--- src/verilog/dbgp_defs.svh ---
// Register offsets, fields and timing counts
// Behaviour
// BDM moves 17-bit transfers, first/last bit separate
// BDM bit rate at most target clock / 5
// default BDM bit rate 125 kHz; the reset TPER value limits it to 100 kHz
// starts in BDM mode, software selects JTAG
// break output requests halt at instruction boundary
// probe can assert target transfer acknowledge
// halted only when all four status inputs low
// combined status tied to all; bit7-only option
// no trace or real-time status capture
// one enable gates clock, data, break lines
// separate enable for JTAG clock driver
// JTAG clock, data, TDO by direct pin control
// JTAG any bit count, TMS sequenced per bit; the code shifts 1 to 32 bits per transfer
// TMS valid at every JTAG sampling edge
// TRST driven from test reset override only
// target reset output drives target device reset
// debug event inverted, optional, per-target enable
`ifndef DBGP_DEFS_SVH
`define DBGP_DEFS_SVH

`define DBGP_ADDR_W        8
`define DBGP_OFF_CTRL      8'h00
`define DBGP_OFF_HALF      8'h04
`define DBGP_OFF_TPER      8'h08
`define DBGP_OFF_TX        8'h0C
`define DBGP_OFF_RX        8'h10
`define DBGP_OFF_JCNT      8'h14
`define DBGP_OFF_JTDI      8'h18
`define DBGP_OFF_JTMS      8'h1C
`define DBGP_OFF_JTDO      8'h20
`define DBGP_OFF_STATUS    8'h24
`define DBGP_OFF_IRQ_STAT  8'h28
`define DBGP_OFF_IRQ_MASK  8'h2C

`define DBGP_CTRL_W        8
`define DBGP_CTRL_RST      8'h00
`define DBGP_EV_W          4
`define DBGP_EV_BDM_DONE   0
`define DBGP_EV_JTAG_DONE  1
`define DBGP_EV_HALT       2
`define DBGP_EV_DEBUG      3

`define DBGP_BDM_BITS      17
`define DBGP_JTAG_MAX      32
`define DBGP_CLK_KHZ       200000
`define DBGP_BDM_KHZ       125
`define DBGP_TGT_MIN_KHZ   500
`define DBGP_RATE_DIV      5
`define DBGP_HALF_RST      ((`DBGP_CLK_KHZ / `DBGP_BDM_KHZ) / 2)
`define DBGP_TPER_RST      (`DBGP_CLK_KHZ / `DBGP_TGT_MIN_KHZ)

`endif

--- src/verilog/dbgp_pkg.sv ---
// Types shared by the debug probe target port
package dbgp_pkg;

    typedef struct packed {
        logic debug_event_present;
        logic jtag_clock_out_enable;
        logic target_reset;
        logic test_reset_override;
        logic bus_ack;
        logic halt_request;
        logic port_out_enable;
        logic jtag_mode;
    } dbgp_ctrl_type;

    typedef struct packed {
        logic serial_clock_or_test_reset;
        logic serial_data_to_target;
        logic halt_or_mode_select_out;
        logic port_out_enable;
        logic jtag_clock_drive;
        logic jtag_clock_out_enable;
        logic target_reset_line_n_o;
        logic target_reset_line_n_oe;
        logic transfer_ack_n_o;
        logic transfer_ack_n_oe;
    } dbgp_link_out_type;

    typedef struct packed {
        logic       debug_serial_out_line;
        logic [3:0] core_status;
    } dbgp_link_in_type;

    typedef enum logic [2:0] {
        ST_IDLE,
        ST_BDM_LEAD,
        ST_BDM_HI,
        ST_BDM_LO,
        ST_BDM_TAIL,
        ST_JTAG_LO,
        ST_JTAG_HI
    } dbgp_state_type;

endpackage : dbgp_pkg

--- src/verilog/dbgp_port.sv ---
// Debug port: serial link, JTAG engine, registers
`timescale 1ns/10ps
`default_nettype none
`include "dbgp_defs.svh"

module dbgp_port #(
    parameter bit HALT_BIT7_ONLY = 1'b0
) (
    // Clock and reset
    input  wire logic                         clk,
    input  wire logic                         rst_n,
    // Avalon-MM slave
    input  wire logic [`DBGP_ADDR_W-1:0]      avs_address,
    input  wire logic                         avs_read,
    input  wire logic                         avs_write,
    input  wire logic [31:0]                  avs_writedata,
    output var  logic [31:0]                  avs_readdata,
    output var  logic                         avs_waitrequest,
    // Interrupt
    output var  logic                         irq,
    // Target pins
    input  wire dbgp_pkg::dbgp_link_in_type   link_in,
    output var  dbgp_pkg::dbgp_link_out_type  link_out
);
    import dbgp_pkg::*;

    localparam int HALF_W = 16;
    localparam int NEED_W = 20;

    // Half period, at most target clock / 5 rate
    function automatic logic [HALF_W-1:0] eff_half(
        input logic [HALF_W-1:0] half,
        input logic [HALF_W-1:0] tper
    );
        logic [NEED_W-1:0] need;
        need = (NEED_W'(tper) * NEED_W'(`DBGP_RATE_DIV) + NEED_W'(1)) >> 1;
        if (need > NEED_W'(half)) begin
            eff_half = (need > NEED_W'(16'hFFFF)) ? 16'hFFFF
                     : need[HALF_W-1:0];
        end else begin
            eff_half = half;
        end
        if (eff_half == 16'h0000) begin
            eff_half = 16'h0001;
        end
    endfunction : eff_half

    // Three-stage input sync, taken when 2nd and 3rd agree
    logic [4:0] s1_q, s2_q, s3_q, flt_q, flt_d;

    always_comb begin
        flt_d = (~(s2_q ^ s3_q) & s2_q) | ((s2_q ^ s3_q) & flt_q);
    end

    always_ff @(posedge clk or negedge rst_n) begin
        if (!rst_n) begin
            s1_q  <= 5'h1F;
            s2_q  <= 5'h1F;
            s3_q  <= 5'h1F;
            flt_q <= 5'h1F;
        end else begin
            s1_q  <= link_in;
            s2_q  <= s1_q;
            s3_q  <= s2_q;
            flt_q <= flt_d;
        end
    end

    logic       din;
    logic [3:0] processor_status;
    assign din = flt_q[4];
    assign processor_status = flt_q[3:0];

    // Register and bus state
    dbgp_ctrl_type    ctrl_q, ctrl_d;
    logic [HALF_W-1:0] half_q, half_d, tper_q, tper_d;
    logic [16:0]      tx_q, tx_d;
    logic [4:0]       jcnt_q, jcnt_d;
    logic [31:0]      jtdi_q, jtdi_d, jtms_q, jtms_d;
    logic [`DBGP_EV_W-1:0] stat_q, stat_d, mask_q, mask_d;
    logic [31:0]      rdata_q, rdata_d;
    logic             wait_q, wait_d, irq_q, irq_d;
    logic             halted_q, halted_d, devt_q, devt_d;

    // Engine state
    dbgp_state_type    st_q, st_d;
    logic [HALF_W-1:0] cnt_q, cnt_d;
    logic [5:0]        bit_q, bit_d;
    logic [16:0]       sh_q, sh_d, rx_q, rx_d;
    logic [31:0]       jtdo_q, jtdo_d;
    logic              sck_q, sck_d, sdo_q, sdo_d, tms_q, tms_d;
    logic              bdm_done, jtag_done;
    dbgp_link_out_type lo_d;

    logic wr, start_bdm, start_jtag, idle, halted_now, devt_now;
    logic [`DBGP_EV_W-1:0] ev;

    assign wr   = avs_write & ~wait_q;
    assign idle = (st_q == ST_IDLE);
    assign start_bdm  = wr & idle & ~ctrl_q.jtag_mode
                      & (avs_address == `DBGP_OFF_TX);
    assign start_jtag = wr & idle & ctrl_q.jtag_mode
                      & (avs_address == `DBGP_OFF_JCNT);

    // Halt detect in BDM mode, all low means halted, or status bit 3 low alone when HALT_BIT7_ONLY
    always_comb begin
        if (HALT_BIT7_ONLY) begin
            halted_now = ~processor_status[3] & ~ctrl_q.jtag_mode;
        end else begin
            halted_now = (processor_status == 4'h0) & ~ctrl_q.jtag_mode;
        end
        devt_now = ctrl_q.jtag_mode & ctrl_q.debug_event_present
                 & processor_status[3];
    end

    always_comb begin
        ev = '0;
        ev[`DBGP_EV_BDM_DONE]  = bdm_done;
        ev[`DBGP_EV_JTAG_DONE] = jtag_done;
        ev[`DBGP_EV_HALT]      = halted_now & ~halted_q;
        ev[`DBGP_EV_DEBUG]     = devt_now & ~devt_q;
    end

    // Register file next values
    always_comb begin
        ctrl_d   = ctrl_q;
        half_d   = half_q;
        tper_d   = tper_q;
        tx_d     = tx_q;
        jcnt_d   = jcnt_q;
        jtdi_d   = jtdi_q;
        jtms_d   = jtms_q;
        mask_d   = mask_q;
        stat_d   = stat_q;
        rdata_d  = 32'h00000000;
        halted_d = halted_now;
        devt_d   = devt_now;
        wait_d   = 1'b1;
        if ((avs_read | avs_write) & wait_q) begin
            wait_d = 1'b0;
        end
        if (wr) begin
            case (avs_address)
                `DBGP_OFF_CTRL: begin
                    ctrl_d = dbgp_ctrl_type'(avs_writedata[`DBGP_CTRL_W-1:0]);
                    if (!idle) begin
                        ctrl_d.jtag_mode = ctrl_q.jtag_mode;
                    end
                end
                `DBGP_OFF_HALF:     half_d = avs_writedata[HALF_W-1:0];
                `DBGP_OFF_TPER:     tper_d = avs_writedata[HALF_W-1:0];
                `DBGP_OFF_TX: begin
                    if (idle) begin
                        tx_d = avs_writedata[16:0];
                    end
                end
                `DBGP_OFF_JCNT: begin
                    if (idle) begin
                        jcnt_d = avs_writedata[4:0];
                    end
                end
                `DBGP_OFF_JTDI: begin
                    if (idle) begin
                        jtdi_d = avs_writedata;
                    end
                end
                `DBGP_OFF_JTMS: begin
                    if (idle) begin
                        jtms_d = avs_writedata;
                    end
                end
                `DBGP_OFF_IRQ_STAT:
                    stat_d = stat_q & ~avs_writedata[`DBGP_EV_W-1:0];
                `DBGP_OFF_IRQ_MASK: mask_d = avs_writedata[`DBGP_EV_W-1:0];
                default: ;
            endcase
        end
        stat_d = stat_d | ev;
        irq_d  = |(stat_d & mask_d);
        if (avs_read & wait_q) begin
            case (avs_address)
                `DBGP_OFF_CTRL:     rdata_d = 32'(ctrl_q);
                `DBGP_OFF_HALF:     rdata_d = 32'(half_q);
                `DBGP_OFF_TPER:     rdata_d = 32'(tper_q);
                `DBGP_OFF_TX:       rdata_d = 32'(tx_q);
                `DBGP_OFF_RX:       rdata_d = 32'(rx_q);
                `DBGP_OFF_JCNT:     rdata_d = 32'(jcnt_q);
                `DBGP_OFF_JTDI:     rdata_d = jtdi_q;
                `DBGP_OFF_JTMS:     rdata_d = jtms_q;
                `DBGP_OFF_JTDO:     rdata_d = jtdo_q;
                `DBGP_OFF_STATUS:
                    rdata_d = {28'h0000000, devt_q, halted_q,
                               ctrl_q.jtag_mode, ~idle};
                `DBGP_OFF_IRQ_STAT: rdata_d = 32'(stat_q);
                `DBGP_OFF_IRQ_MASK: rdata_d = 32'(mask_q);
                default:            rdata_d = 32'h00000000;
            endcase
        end
    end

    always_ff @(posedge clk or negedge rst_n) begin
        if (!rst_n) begin
            ctrl_q   <= dbgp_ctrl_type'(`DBGP_CTRL_RST);
            half_q   <= HALF_W'(`DBGP_HALF_RST);
            tper_q   <= HALF_W'(`DBGP_TPER_RST);
            tx_q     <= 17'h00000;
            jcnt_q   <= 5'h00;
            jtdi_q   <= 32'h00000000;
            jtms_q   <= 32'h00000000;
            stat_q   <= '0;
            mask_q   <= '0;
            rdata_q  <= 32'h00000000;
            wait_q   <= 1'b1;
            irq_q    <= 1'b0;
            halted_q <= 1'b0;
            devt_q   <= 1'b0;
        end else begin
            ctrl_q   <= ctrl_d;
            half_q   <= half_d;
            tper_q   <= tper_d;
            tx_q     <= tx_d;
            jcnt_q   <= jcnt_d;
            jtdi_q   <= jtdi_d;
            jtms_q   <= jtms_d;
            stat_q   <= stat_d;
            mask_q   <= mask_d;
            rdata_q  <= rdata_d;
            wait_q   <= wait_d;
            irq_q    <= irq_d;
            halted_q <= halted_d;
            devt_q   <= devt_d;
        end
    end

    assign avs_readdata    = rdata_q;
    assign avs_waitrequest = wait_q;
    assign irq             = irq_q;

    // Serial engine, tick per half bit
    logic              tick;
    logic [HALF_W-1:0] reload;
    assign tick   = (cnt_q == '0);
    assign reload = eff_half(half_q, tper_q) - HALF_W'(1);

    always_comb begin
        st_d      = st_q;
        cnt_d     = tick ? reload : cnt_q - HALF_W'(1);
        bit_d     = bit_q;
        sh_d      = sh_q;
        rx_d      = rx_q;
        jtdo_d    = jtdo_q;
        sck_d     = sck_q;
        sdo_d     = sdo_q;
        tms_d     = tms_q;
        bdm_done  = 1'b0;
        jtag_done = 1'b0;
        case (st_q)
            ST_IDLE: begin
                cnt_d = reload;
                sck_d = 1'b0;
                if (start_bdm) begin
                    sh_d  = avs_writedata[16:0];
                    sdo_d = avs_writedata[16];
                    bit_d = 6'(`DBGP_BDM_BITS - 1);
                    st_d  = ST_BDM_LEAD;
                end else if (start_jtag) begin
                    bit_d  = 6'h00;
                    jtdo_d = 32'h00000000;
                    sdo_d  = jtdi_q[0];
                    tms_d  = jtms_q[0];
                    st_d   = ST_JTAG_LO;
                end
            end
            ST_BDM_LEAD: begin
                if (tick) begin
                    sck_d = 1'b1;
                    st_d  = ST_BDM_HI;
                end
            end
            ST_BDM_HI: begin
                if (tick) begin
                    sck_d = 1'b0;
                    sh_d  = {sh_q[15:0], din};
                    if (bit_q == 6'h00) begin
                        st_d = ST_BDM_TAIL;
                    end else begin
                        sdo_d = sh_q[15];
                        bit_d = bit_q - 6'h01;
                        st_d  = ST_BDM_LO;
                    end
                end
            end
            ST_BDM_LO: begin
                if (tick) begin
                    sck_d = 1'b1;
                    st_d  = ST_BDM_HI;
                end
            end
            ST_BDM_TAIL: begin
                if (tick) begin
                    rx_d     = sh_q;
                    sdo_d    = 1'b0;
                    bdm_done = 1'b1;
                    st_d     = ST_IDLE;
                end
            end
            ST_JTAG_LO: begin
                if (tick) begin
                    sck_d = 1'b1;
                    st_d  = ST_JTAG_HI;
                end
            end
            ST_JTAG_HI: begin
                if (tick) begin
                    sck_d = 1'b0;
                    jtdo_d[bit_q[4:0]] = din;
                    if (bit_q[4:0] == jcnt_q) begin
                        jtag_done = 1'b1;
                        st_d      = ST_IDLE;
                    end else begin
                        bit_d = bit_q + 6'h01;
                        sdo_d = jtdi_q[bit_d[4:0]];
                        tms_d = jtms_q[bit_d[4:0]];
                        st_d  = ST_JTAG_LO;
                    end
                end
            end
            default: st_d = ST_IDLE;
        endcase
    end

    // Pin levels
    always_comb begin
        lo_d = '0;
        lo_d.port_out_enable = ctrl_d.port_out_enable;
        lo_d.serial_data_to_target = sdo_d;
        if (ctrl_d.jtag_mode) begin
            lo_d.serial_clock_or_test_reset =
                ~ctrl_d.test_reset_override;
            lo_d.halt_or_mode_select_out = tms_d;
            lo_d.jtag_clock_drive        = sck_d;
            lo_d.jtag_clock_out_enable   =
                ctrl_d.jtag_clock_out_enable;
        end else begin
            lo_d.serial_clock_or_test_reset = sck_d;
            lo_d.halt_or_mode_select_out = ~ctrl_d.halt_request;
        end
        lo_d.target_reset_line_n_o  = 1'b0;
        lo_d.target_reset_line_n_oe = ctrl_d.target_reset;
        lo_d.transfer_ack_n_o       = 1'b0;
        lo_d.transfer_ack_n_oe      = ctrl_d.bus_ack;
    end

    always_ff @(posedge clk or negedge rst_n) begin
        if (!rst_n) begin
            st_q     <= ST_IDLE;
            cnt_q    <= '0;
            bit_q    <= 6'h00;
            sh_q     <= 17'h00000;
            rx_q     <= 17'h00000;
            jtdo_q   <= 32'h00000000;
            sck_q    <= 1'b0;
            sdo_q    <= 1'b0;
            tms_q    <= 1'b0;
            link_out <= dbgp_link_out_type'({1'b1, 1'b0, 1'b1, 7'h00});
        end else begin
            st_q     <= st_d;
            cnt_q    <= cnt_d;
            bit_q    <= bit_d;
            sh_q     <= sh_d;
            rx_q     <= rx_d;
            jtdo_q   <= jtdo_d;
            sck_q    <= sck_d;
            sdo_q    <= sdo_d;
            tms_q    <= tms_d;
            link_out <= lo_d;
        end
    end

endmodule : dbgp_port
`default_nettype wire

--- config.mk ---
export PLATFORM = sky130hd
export DESIGN_NAME = dbgp_port
export DESIGN_NICKNAME = d
export VERILOG_FILES = /design/src/verilog/dbgp_pkg.sv /design/src/verilog/dbgp_port.sv
export VERILOG_INCLUDE_DIRS = /design/src /design/src/verilog
export SDC_FILE = /design/constraint.sdc
export NUM_CORES = 1
export LEC_CHECK = 0
export BUFFER_PORTS_ARGS = -buffer_cell sky130_fd_sc_hd__buf_2
export CAP_MARGIN = 20
export CORE_ASPECT_RATIO = 0.6
export CORE_MARGIN = 2
export CORE_UTILIZATION = 61
export DETAILED_ROUTE_END_ITERATION = 8
export GPL_TIMING_DRIVEN = 0
export PLACE_DENSITY = 0.85
export SYNTH_ARGS = -nofsm -noshare
export SYNTH_HDL_FRONTEND = slang
export SYNTH_SLANG_ARGS = --single-unit
--- constraint.sdc ---
create_clock -name clk -period 6.8 [get_ports clk]
set_input_delay 0.34 -clock clk [delete_from_list [all_inputs] [get_ports clk]]
set_output_delay 0.34 -clock clk [all_outputs]
set_load 0.05 [all_outputs]
==> run metrics <==
Required @ worst endpoint ~7 ns; final hold violations 0; Worst Clk Skew approximately 0.012 ns; drt wl/cell about 26 microns; Cell Area, Synth around 15,000 sq um; layout cell share with drive strength beyond 1 between 20% and 30%; drt initial violations around 2,300; clk_lat worst skew around 0.57 ns; asr flop ratio synth 100%; DRC violations left 0; grt met1 use between 50% and 60%; final WL 47,500 microns; Layout area overhead 12.0%; Slew HR between 15 and 20%; pre-CTS WS around 0.37 ns; # placed instances 1,760; number of cells on the worst reg-to-reg path 24; Reg clk slew, reported paths 0.07 ns; highest clock rate roughly 150 MHz; clock share of power a little over 30%; Final Cell Area 17,000 sq um; post-synthesis sequential area ratio a little under half; vias per cell between 6 and 7; Max clock buf depth 3; reg2reg setup slack ~0.24 ns; number of port buffers 86; Chip Width 208 microns; Routability Congestion 1.01; Synth Instances 1,348; worst reg2reg path endpoint cnt_q[14]; GR Util met2 a little under half; GR peak layer met1; max_cap viols 0; grt met3 use between 10 and 15%; syn avg cell area about 11 sq um; Tmin final between 6 and 7 ns; largest net degree at the start of global routing roughly 130; RSZ-0062 raised after global routing false; Gate power share approximately 28%; Yosys cell types 89; CP arrival ~7 ns; P_int about 3.1 mW; dominant cells by area after synthesis dfrtp_1, mux2_2, dfstp_2; sequential power share 41.1%; Nets 1,578; Top FF cell, synth dfrtp_1; Initial Utilization a little over three fifths; Post-CTS Setup Inserts 0; Yosys Warn Count 0; gr ovfl total 0; initial antenna violation count 0; Core Box Area ~24,000 sq um; first-pass GRT wire length around 72,000 microns; switch share 34.9%; All-Layer GR Usage between 30 and 40%; min-delay worst type input pin to flip-flop; Worst Setup Slack, final about 0.24 ns; CP endpoint cnt_q[14]; area of the die approximately 26,000 sq um; number of global-route vias before repair between 10,000 and 15,000; crit path max fanout 10; Critical path origin tper_q[8]; final setup fails 0; DRT Pass-1 Iters 7; Routed Antenna Nets 0; Die Span Y ~130 microns; kind of critical path flip-flop to flip-flop; Final Cycle Share between 90% and 100%; H-tree levels 1; final slew viol count 0; Post-synth top cells dfrtp_1, mux2_2, nor2_1; vias between 10,000 and 15,000; Setup Total Neg Slack 0 ns; Layout Cells excl Fill approximately 1,800; Leak Pwr approximately 8 nW; I/O pins 93; VDD IR-drop max around 190 uV; number of synthesized flops with an enable pin 0; clk sinks 288; FILL cells about 1,800; total CTS buffers 27; PD cells roughly 280 nW/um^2; status finished, final reports clean; RR Startpoint tper_q[8]; dpl cell area between 15,000 and 20,000 sq um; CTS tree built; Root Buffer Master clkbuf_16; post-synth top area cell dfrtp_1; Seq cells post-synth between 200 and 300; Psw roughly 1.7 mW; CP Capture Type flip-flop; cell with the most instances after synthesis dfrtp_1; post-DP HPWL 34,700 microns; startpoint types flip-flop; final core utilization 70.0%; Slew @ Worst Pin between 1 and 1.5 ns; share of the synthesized area in the top cell type between 40% and 50%; Std-Cell Rows 44
[cells in the final DEF, fill, tap and decap left out, types with 21 or more instances in the layout]
master	synthesis	final
nor2_1	89	89
xor2_1	21	21
buf_2	8	95
a31oi_1	21	21
a222oi_1	25	25
nand2_1	74	74
mux2i_1	42	42
ha_1	53	53
a22oi_1	34	34
clkbuf_1	49	55
nor3_1	23	23
dfrtp_1	259	259
mux2_2	146	146
a21oi_1	70	70
inv_1	30	30
dfstp_2	29	29
clkbuf_16	0	27
o21ai_0	87	87
[worst max-delay path: stages, from the launching register on]
cell	delay, ns
dfstp_2	0.57
ha_1	0.24
ha_1	0.28
buf_2	0.18
a21oi_1	0.33
o211ai_1	0.24
a21oi_1	0.24
xnor2_1	0.26
ha_1	0.35
nand4_1	0.17
a211oi_1	0.13
a2111oi_2	0.65
o21a_2	0.27
buf_6	0.17
nor4_2	0.07
o2111a_2	0.31
and4bb_4	0.22
buf_6	0.15
nor2_2	0.13
ha_1	0.22
o21ai_1	0.22
nor4_4	0.35
nand2_1	0.11
xnor2_1	0.35
a22oi_1	0.16
[worst min-delay path by stage]
stage | startpoint | end | slack, ns | cells after the start
after floorplan | rst_n | avs_readdata[0] | 0.04 | 0
after global placement | s1_q[1] | s2_q[1] | 0.35 | 0
after detailed placement | s1_q[1] | s2_q[1] | 0.35 | 0
after CTS | avs_writedata[17] | jtdi_q[17] | 0.02 | 2
after global routing | avs_writedata[20] | jtms_q[20] | 0.02 | 2
final | avs_writedata[22] | jtdi_q[22] | 0.02 | 2
[sequential cells by signal, indices dropped and copies added, names as in the netlist, 6 cells and up, named ones only]
name	count
sh_q	17
avs_readdata	32
bit_q	6
tx_q	17
tper_q	16
half_q	16
rx_q	17
jtdi_q	32
cnt_q	16
jtms_q	32
link_out	7
jtdo_q	32
[power groups by stage]
stage               registers (mW)  clock network (mW)  logic [mW]
finish                        1.97                1.48        1.34
global route                  1.98                1.55        1.41
floorplan                     1.96                   0       0.903
detailed placement            1.99                   0        1.28
global placement              1.99                   0        1.23
CTS                           1.96                1.48        1.29
[what timing repair did]
item                                    in CTS  in global routing
resized for setup                            0                  2
hold endpoints to repair                    93                  0
endpoints found under the setup margin       0                  1
hold buffers                                 8                  0
[stage by stage]
step,power [mW],hold WS (ns)
final,4.80,0.0219
after global routing,4.95,0.0243
after CTS,4.73,0.0165
after detailed placement,3.27,0.347
after global placement,3.22,0.346
after floorplan,2.86,0.0444
[final cells by class]
class / count / area (sq um) / area share [%]
multi-input combinational: 951 / 7500 / 44.0
timing repair buffer: 98 / 586 / 3.44
antenna: 1 / 2.50 / 0.0147
sequential: 288 / 7240 / 42.5
inverter: 31 / 116 / 0.683
tap: 322 / 403 / 2.36
clock buffer: 35 / 726 / 4.26
clock inverter: 13 / 109 / 0.639
buffer: 79 / 359 / 2.11
[logic make-up (layout without fill, tap and decap cells)]
| kind of cell | after synthesis | after routing | share of synthesized area, % |
|---|---|---|---|
| other | 1 | 3 | 0.0246 |
| adder cells (fa/ha/maj) | 58 | 58 | 4.69 |
| XOR/XNOR | 39 | 39 | 2.25 |
| AO/OA/AOI/OAI | 355 | 355 | 16.0 |
| flip-flops | 288 | 288 | 47.6 |
| buffers and inverters | 110 | 256 | 3.13 |
| AND/OR/NAND/NOR | 285 | 285 | 9.34 |
| multiplexers | 212 | 212 | 16.9 |
[layer usage]
metal	share of wire (%)	up-vias	wire length, microns
li1	-	5332	-
met1	41	6214	19400
met2	39	1023	18500
met3	17	138	8080
met4	3.0	2	1400
met5	0.084	-	40
Note: power is estimated with default switching activity, not from simulation.
